## src/hdl/pin_config_pkg.sv

```systemverilog
// Constants, field layouts and carrier types for the configurable pin block.
package pin_config_pkg;

    // Register offsets on the serial configuration port.
    localparam logic [7:0] reset_offset       = 8'h01;
    localparam logic [7:0] pin0_config_offset = 8'h02;
    localparam logic [7:0] pin1_config_offset = 8'h03;
    localparam logic [7:0] pin2_config_offset = 8'h04;
    localparam logic [7:0] pin_input_offset   = 8'h05;
    localparam logic [7:0] pin_output_offset  = 8'h06;

    // Field positions and counts.
    localparam int software_reset_pos = 0;
    localparam int lane_count         = 5;
    localparam int pin_count          = 3;

    // Reset values.
    localparam logic [7:0] pin0_config_reset = 8'h05;
    localparam logic [7:0] pin1_config_reset = 8'h05;
    localparam logic [7:0] pin2_config_reset = 8'h04;
    localparam logic [2:0] software_output_reset = 3'h0;

    // Bus address of the configuration port, taken from the device id default.
    localparam logic [6:0] bus_address_default = 7'h57;

    // Pull field codes.
    localparam logic [1:0] pull_none = 2'h0;
    localparam logic [1:0] pull_down = 2'h1;
    localparam logic [1:0] pull_up   = 2'h2;

    // Pin 0 function codes.
    localparam logic [3:0] pin0_software    = 4'h0;
    localparam logic [3:0] pin0_clock_loss  = 4'h3;
    localparam logic [3:0] pin0_clock_found = 4'h4;
    localparam logic [3:0] pin0_power_reset = 4'h6;

    // Pin 1 function codes.
    localparam logic [3:0] pin1_power_reset = 4'h0;
    localparam logic [3:0] pin1_software    = 4'h1;
    localparam logic [3:0] pin1_pll_lock    = 4'h2;
    localparam logic [3:0] pin1_lane_first  = 4'h4;
    localparam logic [3:0] pin1_lane_last   = 4'h8;

    // Pin 2 function codes.
    localparam logic [3:0] pin2_software    = 4'h0;
    localparam logic [3:0] pin2_always_high = 4'h1;
    localparam logic [3:0] pin2_serial_clk  = 4'h2;
    localparam logic [3:0] pin2_parallel_clk = 4'h3;
    localparam logic [3:0] pin2_lane_clk    = 4'h4;

    // Serial port bit counter value once a byte is complete.
    localparam logic [3:0] bits_per_byte = 4'h8;

    typedef struct packed {
        logic [3:0] mode;
        logic [1:0] pull;
        logic       input_on;
        logic       driver_on;
    } pin_cfg_type;

    typedef struct packed {
        logic data;
        logic oe_n;
        logic pull_up_on;
        logic pull_down_on;
        logic input_on;
    } pin_pad_type;

    typedef struct packed {
        logic                 power_reset;
        logic                 pll_lock;
        logic                 input_clock_loss;
        logic                 input_clock_found;
        logic [lane_count-1:0] lane_data_loss;
    } status_type;

    typedef enum logic [3:0] {
        st_idle     = 4'h0,
        st_addr     = 4'h1,
        st_addr_ack = 4'h3,
        st_ptr      = 4'h2,
        st_ptr_ack  = 4'h6,
        st_wdata    = 4'h7,
        st_data_ack = 4'h5,
        st_rdata    = 4'h4,
        st_rack     = 4'hC
    } bus_state_type;

endpackage : pin_config_pkg

```

## src/hdl/pin_config.sv

```systemverilog
// Three configurable pins with their registers behind a serial configuration port.
`timescale 1ns/1ns
// Notes on behaviour
// - Pin 0 mode picks software bit, clock loss, clock detect or power reset.
// - Pin 1 mode picks power reset, software bit, PLL lock or lane loss.
// - Pin 2 mode picks software bit, high, serial, parallel or lane clock.
// - Pull field: 00 none, 01 pull-down, 10 pull-up, 11 reserved; resets 01.
// - Bit 1 enables the pin input buffer; it resets to zero.
// - Bit 0 enables the output driver; pins 0 and 1 reset driving.
// - Pin 2 driver enable resets to zero, leaving the pin held low by its pull-down.
// - Writing the soft reset bit restores power-up state, then the bit clears.
// - Software mode drives the pin from a per-pin output register, reset zero.
module pin_config #(
    parameter logic [6:0] bus_address = pin_config_pkg::bus_address_default
) (
    input  wire logic                                     sys_clk,
    input  wire logic                                     rst,
    input  wire logic                                     scl_in,
    input  wire logic                                     sda_in,
    output logic                                          sda_out,
    output logic                                          sda_oe_n,
    input  wire pin_config_pkg::status_type               status_in,
    input  wire logic                                     serial_clock,
    input  wire logic                                     parallel_clock,
    input  wire logic                                     input_lane_clock,
    input  wire logic [pin_config_pkg::pin_count-1:0]     pin_in,
    output pin_config_pkg::pin_pad_type [pin_config_pkg::pin_count-1:0] pads
);

    pin_config_pkg::pin_cfg_type [pin_config_pkg::pin_count-1:0] cfg;
    pin_config_pkg::status_type  status_meta;
    pin_config_pkg::status_type  status_sync;
    pin_config_pkg::bus_state_type state;
    logic [pin_config_pkg::pin_count-1:0] software_output_bit;
    logic [pin_config_pkg::pin_count-1:0] pin_meta;
    logic [pin_config_pkg::pin_count-1:0] pin_sync;
    logic [pin_config_pkg::pin_count-1:0] pin_q;
    logic [2:0] scl_s;
    logic [2:0] sda_s;
    logic       software_reset_bit;
    logic       reg_rst;
    logic [7:0] shift;
    logic [7:0] ptr;
    logic [3:0] cnt;
    logic       wr_strobe;
    logic [7:0] wr_addr;
    logic [7:0] wr_data;
    logic       scl_rise;
    logic       scl_fall;
    logic       bus_start;
    logic       bus_stop;
    logic       clk_sel;
    logic       clk_pick;
    logic [2:0] pad_data;
    logic [3:0] lane_sel;
    logic [7:0] read_now;
    logic [7:0] read_next;

    // Soft reset clears everything except the serial engine, so the write that
    // raised it still completes its acknowledge on the wire.
    assign reg_rst = rst | software_reset_bit;

    // Pin and status inputs come from other domains and pass two flops first.
    always_ff @(posedge sys_clk) begin
        scl_s       <= {scl_s[1:0], scl_in};
        sda_s       <= {sda_s[1:0], sda_in};
        pin_meta    <= pin_in;
        pin_sync    <= pin_meta;
        status_meta <= status_in;
        status_sync <= status_meta;
    end

    assign scl_rise  = scl_s[1] & ~scl_s[2];
    assign scl_fall  = ~scl_s[1] & scl_s[2];
    assign bus_start = scl_s[1] & scl_s[2] & ~sda_s[1] & sda_s[2];
    assign bus_stop  = scl_s[1] & scl_s[2] & sda_s[1] & ~sda_s[2];
    assign sda_out   = 1'b0;

    function automatic logic [7:0] reg_read(input logic [7:0] addr);
        logic [7:0] value;
        value = 8'h00;
        case (addr)
            pin_config_pkg::reset_offset:       value = {7'h00, software_reset_bit};
            pin_config_pkg::pin0_config_offset: value = cfg[0];
            pin_config_pkg::pin1_config_offset: value = cfg[1];
            pin_config_pkg::pin2_config_offset: value = cfg[2];
            pin_config_pkg::pin_input_offset:   value = {5'h00, pin_q};
            pin_config_pkg::pin_output_offset:  value = {5'h00, software_output_bit};
            default:                            value = 8'h00;
        endcase
        return value;
    endfunction : reg_read

    // Read data for the current and the following pointer, ready at each load.
    always_comb begin
        read_now  = reg_read(ptr);
        read_next = reg_read(ptr + 8'h01);
    end

    // Serial configuration slave: byte pointer then data, pointer auto-increments.
    always_ff @(posedge sys_clk) begin
        wr_strobe <= 1'b0;
        if (rst) begin
            state    <= pin_config_pkg::st_idle;
            sda_oe_n <= 1'b1;
            shift    <= 8'h00;
            ptr      <= 8'h00;
            cnt      <= 4'h0;
            wr_addr  <= 8'h00;
            wr_data  <= 8'h00;
        end else if (bus_start) begin
            state    <= pin_config_pkg::st_addr;
            sda_oe_n <= 1'b1;
            cnt      <= 4'h0;
        end else if (bus_stop) begin
            state    <= pin_config_pkg::st_idle;
            sda_oe_n <= 1'b1;
        end else begin
            case (state)
                pin_config_pkg::st_addr, pin_config_pkg::st_ptr, pin_config_pkg::st_wdata: begin
                    if (scl_rise) begin
                        shift <= {shift[6:0], sda_s[1]};
                        cnt   <= cnt + 4'h1;
                    end else if (scl_fall && cnt == pin_config_pkg::bits_per_byte) begin
                        sda_oe_n <= 1'b0;
                        if (state == pin_config_pkg::st_addr) begin
                            if (shift[7:1] == bus_address) begin
                                state <= pin_config_pkg::st_addr_ack;
                            end else begin
                                state    <= pin_config_pkg::st_idle;
                                sda_oe_n <= 1'b1;
                            end
                        end else if (state == pin_config_pkg::st_ptr) begin
                            ptr   <= shift;
                            state <= pin_config_pkg::st_ptr_ack;
                        end else begin
                            wr_strobe <= 1'b1;
                            wr_addr   <= ptr;
                            wr_data   <= shift;
                            state     <= pin_config_pkg::st_data_ack;
                        end
                    end
                end
                pin_config_pkg::st_addr_ack: begin
                    if (scl_fall) begin
                        cnt <= 4'h0;
                        if (shift[0]) begin
                            shift    <= read_now;
                            sda_oe_n <= read_now[7];
                            state    <= pin_config_pkg::st_rdata;
                        end else begin
                            sda_oe_n <= 1'b1;
                            state    <= pin_config_pkg::st_ptr;
                        end
                    end
                end
                pin_config_pkg::st_ptr_ack, pin_config_pkg::st_data_ack: begin
                    if (scl_fall) begin
                        cnt      <= 4'h0;
                        sda_oe_n <= 1'b1;
                        state    <= pin_config_pkg::st_wdata;
                        if (state == pin_config_pkg::st_data_ack) begin
                            ptr <= ptr + 8'h01;
                        end
                    end
                end
                pin_config_pkg::st_rdata: begin
                    if (scl_rise) begin
                        cnt <= cnt + 4'h1;
                    end else if (scl_fall) begin
                        if (cnt == pin_config_pkg::bits_per_byte) begin
                            sda_oe_n <= 1'b1;
                            state    <= pin_config_pkg::st_rack;
                        end else begin
                            sda_oe_n <= shift[6];
                            shift    <= {shift[6:0], 1'b0};
                        end
                    end
                end
                pin_config_pkg::st_rack: begin
                    if (scl_rise && sda_s[1]) begin
                        state <= pin_config_pkg::st_idle;
                    end else if (scl_fall) begin
                        cnt      <= 4'h0;
                        ptr      <= ptr + 8'h01;
                        shift    <= read_next;
                        sda_oe_n <= read_next[7];
                        state    <= pin_config_pkg::st_rdata;
                    end
                end
                default: begin
                    state    <= pin_config_pkg::st_idle;
                    sda_oe_n <= 1'b1;
                end
            endcase
        end
    end

    // Soft reset bit holds for one cycle, long enough to clear all register state.
    always_ff @(posedge sys_clk) begin
        if (rst || software_reset_bit) begin
            software_reset_bit <= 1'b0;
        end else if (wr_strobe && wr_addr == pin_config_pkg::reset_offset) begin
            software_reset_bit <= wr_data[pin_config_pkg::software_reset_pos];
        end
    end

    // Configuration and software output registers keep reserved codes as written.
    always_ff @(posedge sys_clk) begin
        if (reg_rst) begin
            cfg[0] <= pin_config_pkg::pin0_config_reset;
            cfg[1] <= pin_config_pkg::pin1_config_reset;
            cfg[2] <= pin_config_pkg::pin2_config_reset;
            software_output_bit <= pin_config_pkg::software_output_reset;
        end else if (wr_strobe) begin
            case (wr_addr)
                pin_config_pkg::pin0_config_offset: cfg[0] <= wr_data;
                pin_config_pkg::pin1_config_offset: cfg[1] <= wr_data;
                pin_config_pkg::pin2_config_offset: cfg[2] <= wr_data;
                pin_config_pkg::pin_output_offset:  software_output_bit <= wr_data[2:0];
                default: ;
            endcase
        end
    end

    // A pin whose input buffer is off reads as zero.
    always_ff @(posedge sys_clk) begin
        if (reg_rst) begin
            pin_q <= 3'h0;
        end else begin
            for (int i = 0; i < pin_config_pkg::pin_count; i++) begin
                pin_q[i] <= pin_sync[i] & cfg[i].input_on;
            end
        end
    end

    // Lane codes start at four, so the lane number is the code minus that base.
    assign lane_sel = cfg[1].mode - pin_config_pkg::pin1_lane_first;

    // Registered function selection; reserved codes give a low level.
    always_ff @(posedge sys_clk) begin
        if (reg_rst) begin
            pad_data <= 3'h0;
        end else begin
            case (cfg[0].mode)
                pin_config_pkg::pin0_software:    pad_data[0] <= software_output_bit[0];
                pin_config_pkg::pin0_clock_loss:  pad_data[0] <= status_sync.input_clock_loss;
                pin_config_pkg::pin0_clock_found: pad_data[0] <= status_sync.input_clock_found;
                pin_config_pkg::pin0_power_reset: pad_data[0] <= status_sync.power_reset;
                default:                          pad_data[0] <= 1'b0;
            endcase
            if (cfg[1].mode >= pin_config_pkg::pin1_lane_first
                    && cfg[1].mode <= pin_config_pkg::pin1_lane_last) begin
                pad_data[1] <= status_sync.lane_data_loss[lane_sel[2:0]];
            end else begin
                case (cfg[1].mode)
                    pin_config_pkg::pin1_power_reset: pad_data[1] <= status_sync.power_reset;
                    pin_config_pkg::pin1_software:    pad_data[1] <= software_output_bit[1];
                    pin_config_pkg::pin1_pll_lock:    pad_data[1] <= status_sync.pll_lock;
                    default:                          pad_data[1] <= 1'b0;
                endcase
            end
            case (cfg[2].mode)
                pin_config_pkg::pin2_software:    pad_data[2] <= software_output_bit[2];
                pin_config_pkg::pin2_always_high: pad_data[2] <= 1'b1;
                default:                          pad_data[2] <= 1'b0;
            endcase
        end
    end

    // Clocks cannot go through a flop at this rate, so pin 2 picks them directly;
    // the pin then carries a combinational path from the clock inputs.
    assign clk_sel = cfg[2].mode == pin_config_pkg::pin2_serial_clk
                  || cfg[2].mode == pin_config_pkg::pin2_parallel_clk
                  || cfg[2].mode == pin_config_pkg::pin2_lane_clk;
    always_comb begin
        case (cfg[2].mode)
            pin_config_pkg::pin2_serial_clk:   clk_pick = serial_clock;
            pin_config_pkg::pin2_parallel_clk: clk_pick = parallel_clock;
            pin_config_pkg::pin2_lane_clk:     clk_pick = input_lane_clock;
            default:                           clk_pick = 1'b0;
        endcase
    end

    // Pin 2 bypasses its data flop in clock modes; every other source is registered.
    always_comb begin
        for (int i = 0; i < pin_config_pkg::pin_count; i++) begin
            pads[i].oe_n         = ~cfg[i].driver_on;
            pads[i].pull_up_on   = cfg[i].pull == pin_config_pkg::pull_up;
            pads[i].pull_down_on = cfg[i].pull == pin_config_pkg::pull_down;
            pads[i].input_on     = cfg[i].input_on;
        end
        pads[0].data = pad_data[0];
        pads[1].data = pad_data[1];
        pads[2].data = clk_sel ? clk_pick : pad_data[2];
    end

endmodule : pin_config

```

## config.mk

```make
export PLATFORM = sky130hd
export DESIGN_NAME = pin_config
export DESIGN_NICKNAME = d
export VERILOG_FILES = /design/src/hdl/pin_config_pkg.sv /design/src/hdl/pin_config.sv
export SDC_FILE = /design/constraint.sdc
export NUM_CORES = 1
export LEC_CHECK = 0
export BUFFER_PORTS_ARGS = -buffer_cell sky130_fd_sc_hd__buf_2
export CORE_MARGIN = 5
export CORE_UTILIZATION = 60
export CTS_CLUSTER_SIZE = 16
export DETAILED_ROUTE_END_ITERATION = 6
export PLACE_DENSITY = 0.79
export SETUP_SLACK_MARGIN = 0.1
export SYNTH_ARGS = -nofsm -noshare
export SYNTH_HDL_FRONTEND = slang
export SYNTH_SLANG_ARGS = --single-unit
export TNS_END_PERCENT = 5
```

## constraint.sdc

```tcl
create_clock -name sys_clk -period 3.1 [get_ports sys_clk]
set_input_delay 0.31 -clock sys_clk [delete_from_list [all_inputs] [get_ports sys_clk]]
set_output_delay 0.31 -clock sys_clk [all_outputs]
set_load 0.03 [all_outputs]
```

### Word level (Yosys, flattened, before mapping)

Cells that the tools add are included.
W data, S select, Z words.

| word-level totals | value |
|---|---|
| register bits after elaboration | 106 |
| input bits | 19 |
| output and inout bits | 17 |

| operators by class | value |
|---|---|
| add/sub/neg operators | 3 |
| order comparisons | 3 |
| eq/ne operators | 67 |
| muxes and demuxes | 62 |
| bitwise gates (word level) | 25 |
| reductions and logical operators | 32 |

Operator list:

| cell | count |
|---|---|
| $mux W8 | 16 |
| $pmux W8 S6 | 2 |
| $eq A8 B3 Y1 const B | 8 |
| $mux W4 | 13 |
| $eq A8 B2 Y1 const B | 6 |
| $pmux W8 S4 | 1 |
| $ne A2 B2 Y1 const B | 15 |
| $eq A4 B3 Y1 const B | 7 |
| $ne A4 B4 Y1 const B | 7 |
| $eq A4 B2 Y1 const B | 6 |
| $eq A8 B1 Y1 const B | 3 |
| $pmux W8 S3 | 1 |
| $reduce_and A8 Y1 | 3 |
| $reduce_and A11 Y1 | 2 |
| $pmux W4 S5 | 1 |
| $mux W1 | 18 |
| $not A1 Y1 | 14 |
| $eq A4 B1 Y1 const B | 3 |
| $logic_not A4 Y1 | 3 |
| $pmux W4 S3 | 1 |
| $and A1 B1 Y1 | 10 |
| $reduce_and A10 Y1 | 1 |
| $reduce_or A3 Y1 | 3 |
| $add A8 B1 Y8 const B | 1 |
| other kinds (30) | 47 |

### Logic depth before layout (Yosys ltp)

| logic depth | value |
|---|---|
| depth in word-level cells | 8 |
| depth in mapped cells | 10 |

### Least setup slack after synthesis

No wires, ideal clock.

| timing path | value |
|---|---|
| path type | flip-flop to flip-flop |
| start | register ptr[0] |
| end | register shift[1] |
| setup time | 0.134 ns |
| arrival | 2.067 ns |
| path slack | 0.899 ns |
| stages on the path, launching flop included | 11 |
| path buffers | 2 |
| path through | dfxtp_1 buf_4 inv_1 ha_1 clkbuf_1 a222oi_1 mux2i_1 a22oi_1 o21ai_0 a222oi_1 a211oi_1 |

| between the ends | value |
|---|---|
| longest elaborated chain between the ends | 6 |
| elaborated cells on any way between the ends | 20 |
| those cells by class | add/sub: 1; eq/ne: 12; mux: 7 |

RTL lines:

| item | RTL line | source |
|---|---|---|
| from (decl) | pin_config.sv:43 | `logic [7:0] ptr;` |
| from (signal assigned) | pin_config.sv:134 | `ptr <= shift;` |
| from (signal assigned) | pin_config.sv:163 | `ptr <= ptr + 8'h01;` |
| from (signal assigned) | pin_config.sv:185 | `ptr <= ptr + 8'h01;` |
| $add A8 B1 Y8 | pin_config.sv:97 | `read_next = reg_read(ptr + 8'h01);` |
| $eq A8 B3 Y1, or another cell as far along | pin_config.sv:82 | `case (addr)` |
| $pmux W8 S6 | pin_config.sv:82 |  |
| $mux W8 | pin_config.sv:183 | `end else if (scl_fall) begin` |
| $mux W8 | pin_config.sv:181 | `if (scl_rise && sda_s[1]) begin` |
| $pmux W8 S4 * | pin_config.sv:119 | `case (state)` |
| to (signal assigned) | pin_config.sv:122 | `shift <= {shift[6:0], sda_s[1]};` |
| to (signal assigned) | pin_config.sv:176 | `shift <= {shift[6:0], 1'b0};` |
| to (signal assigned) | pin_config.sv:186 | `shift <= read_next;` |
| to (decl) | pin_config.sv:42 | `logic [7:0] shift;` |

Every way passes the cells marked *; elsewhere a longest branch is shown, timed or not. The select of a mux whose other input is x is not followed.
A chain may end at the register's enable or synchronous reset.

### Worst setup path after layout

| timing path | value |
|---|---|
| start | register ptr[1] |
| end | register shift[1] |

The elaborated chain is that of the path after synthesis.

==> key figures <==
Layout
  – Antenna diode count: 0
  – Fill cell count: 770
  – Area Growth Syn to Fin: 6.020%
  – Design area: 5839 um2
  – Fraction of layout instances using a drive strength above 1: 13.53%
  – Nets: 679

GRT
  – First-pass GRT wire length: 23.04 mm
  – Largest net degree at the start of global routing: 25
  – Antenna violations before repair: 0
  – GRT overflow: 0
  – Vias in the first global route: 4,625
  – GRT Total Usage: 25.28%

Die
  – Rows: 35
  – Core area: 9109 um2
  – I/O Pins: 36
  – Initial core utilization: 60.47%
  – Die Ht: 105.8 um
  – Die ar.: 11,200 um2
  – Die width: 105.8 um

Yosys
  – Synth Cell Area: 5508 um2
  – Post-synth top area share: 38.53%
  – Seq cells post-synth: 106
  – FFs w/ async S/R, synth: 0%
  – Count leader, synth: dfxtp_1
  – Syn nets: 672
  – Ranking of synthesized cells by area: dfxtp_1 (39%), mux2i_1 (7.6%), nor2_1 (4.9%)
  – Post-synthesis area per instance: 8.526 um2
  – Main synth FF type: dfxtp_1
  – Ys Warns: 0
  – Post-Synthesis Cells: 646
  – Yosys top cell by area: dfxtp_1
  – Seq/Total Area, Yosys: 38.53%
  – Library cells used by synthesis: 85
  – Most frequent cells after synthesis: dfxtp_1 (106), nor2_1 (72), nand2_1 (67), mux2i_1 (42), a21oi_1 (37)
  – Post-synth EDFFs: 0

Drt
  – Final ANT Viol Nets: 0
  – Total wire length: 14.06 mm
  – Residual DRC count: 0
  – Routed wire length per instance: 18.28 um
  – Initial DRT Pass Iterations: 7
  – Vias per cell: 6.378
  – Initial DRC count: 436
  – Via count: 4,905

Power and ir drop
  – Psw: 625.2 uW
  – Flop pwr share: 59.3%
  – Final total power: 2363 uW
  – Switch share: 26.46%
  – Maximum VDD drop: 0.0002956 V
  – Power Density: 404.6 nW/um2
  – Clock network fraction of total power: 37.7%
  – Combinational share of power: 3.0%
  – LEAKAGE: 0.002086 uW
  – P_int: 1737 uW

Timing
  – Min Tclk post-route: 2709 ps
  – Final setup TNS: 0 ps
  – Final setup viols: 0
  – Clock skew: 18.66 ps
  – Tcrit/Tclk final: 87.37%
  – Fmax: 369.2 MHz
  – Worst Max-Slew Pin Slew: 702.1 ps
  – RSZ-0062 raised after global routing: no
  – Final Hold Vio Count: 0
  – Final max-slew violation count: 0
  – Max-Slew Margin vs Limit: 53.13%

Clock tree
  – Root Buffer: clkbuf_8
  – Clock buffer count from CTS: 9
  – Reg clk slew, reported paths: 120 ps
  – Clock sinks: 106
  – Clk buf depth: 2
  – CTS tree: built
  – Worst-skew pair later-pin latency: 380 ps
  – Post-CTS setup buffers: 0
  – H-tree Lvls: 3

Worst setup path
  – Critical Path Start Type: flip-flop
  – Arrival @ worst endpoint: 2960 ps
  – CP max FO: 15
  – CP Capture Type: flip-flop
  – Setup Crit Path Kind: reg -> reg
  – WP data required: 3360 ps

Status
  – Status: finished, final reports clean

Placement
  – Placer Congestion: 0.9303
  – Buffers added on ports: 34
  – Post-DP HPWL: 9.837 mm
  – Post-Place Cell Area: 5625 um2

Min path
  – Hold Path Class: in -> reg

Job
  – # Max-Cap Violations: 0
[layout by cell type (no fill, tap or decap), types with 4 or more instances in the layout]
| master | Yosys | layout |
|---|---|---|
| nor2_1 | 72 | 72 |
| mux2i_1 | 42 | 42 |
| inv_1 | 18 | 18 |
| a22o_1 | 6 | 6 |
| clkbuf_8 | 0 | 9 |
| nor2b_1 | 13 | 13 |
| buf_2 | 18 | 34 |
| and3_1 | 5 | 5 |
| nand2_1 | 67 | 67 |
| a211o_1 | 4 | 4 |
| nor3_1 | 9 | 9 |
| a31oi_1 | 6 | 6 |
| dfxtp_1 | 106 | 106 |
| nand4_1 | 4 | 4 |
| o21ai_0 | 28 | 28 |
| nor4_1 | 5 | 4 |
| a21oi_1 | 37 | 37 |
| a222oi_1 | 8 | 8 |
| nand3b_1 | 7 | 7 |
| o21ai_1 | 4 | 4 |
| nand3_1 | 30 | 30 |
| nand2b_1 | 6 | 6 |
| o31ai_1 | 6 | 6 |
| o211ai_1 | 6 | 6 |
| a211oi_1 | 13 | 13 |
| a22oi_1 | 8 | 8 |
| a221oi_1 | 4 | 4 |
| ha_1 | 7 | 7 |
| buf_4 | 11 | 10 |
[path summary, 6_finish.rpt]
check,from,depth (start not counted),slack (ps),to
hold / removal,status_in[0],1,20,status_meta[0]
setup reg to reg,ptr[1],8,390,shift[1]
hold reg to reg,status_meta[3],0,330,status_sync[3]
setup / recovery,ptr[1],8,390,shift[1]
[kinds of logic after synthesis]
group / share of synthesized area (%)
DFF: 38.53
other: 0.06809
muxes: 8.042
adders and majority gates: 1.590
and+or+nand+nor: 23.33
buffers and inverters: 6.361
AOI/OAI and AO/OA: 21.13
xor gates and xnor gates: 0.9543
[final cells by class]
| cell class | count | area (um2) | area share, % |
|---|---|---|---|
| Tap cell | 111 | 138.9 | 2.378 |
| Multi-Input combinational cell | 472 | 3048 | 52.20 |
| Sequential cell | 106 | 2122 | 36.34 |
| Clock inverter | 7 | 80.08 | 1.371 |
| Inverter | 19 | 71.32 | 1.221 |
| Timing Repair Buffer | 45 | 255.2 | 4.371 |
| Clock buffer | 9 | 123.9 | 2.121 |
[state kept, by name (all words and copies together), names as in the netlist, 4 cells and up]
register     flops
cfg             21
status_meta      9
status_sync      9
ptr              8
shift            8
wr_addr          8
wr_data          8
cnt              4
state            4
[power by group through the flow]
stage / clock, uW / sequential (uW) / combinational, uW
after floorplan: 0 / 1420 / 53.9
after global placement: 0 / 1430 / 68.9
after detailed placement: 0 / 1430 / 70.1
after CTS: 892 / 1400 / 70.5
after global routing: 954 / 1400 / 79.1
final: 890 / 1400 / 72.0
[critical path, stage by stage (launching register included)]
cell and delay [ps]:
dfxtp_1 630, inv_1 140, ha_1 410, a222oi_1 550, mux2i_1 200, a22oi_1 210
o21ai_0 110, a222oi_1 230, a211oi_1 110
[layer usage]
metal	part of all wire, %	vias up	track usage, %
met5	0	-	0
met4	2.2	0	8.788
met3	7.3	33	5.450
met2	48	226	42.58
met1	43	2304	32.00
li1	-	2342	-
[per-stage QoR]
| step | utilization, % | hold slack (ps) | cells | setup WS [ps] |
|---|---|---|---|---|
| after global placement | 61.76 | 310.7 | 752 | 692.1 |
| after detailed placement | 61.76 | 312.1 | 752 | 534.6 |
| after global routing | 64.11 | 0.3279 | 769 | 170.4 |
| after CTS | 64.00 | 19.55 | 768 | 501.9 |
| after floorplan | - | 309.6 | 646 | 898.7 |
| final | 64.11 | 19.16 | 769 | 391.5 |
[repair_timing]
item | CTS | global route
hold buffers | 0 | 1
gates resized for setup | 0 | 0
hold endpoints to repair | 0 | 1
Note: power is estimated with default switching activity, not from simulation.
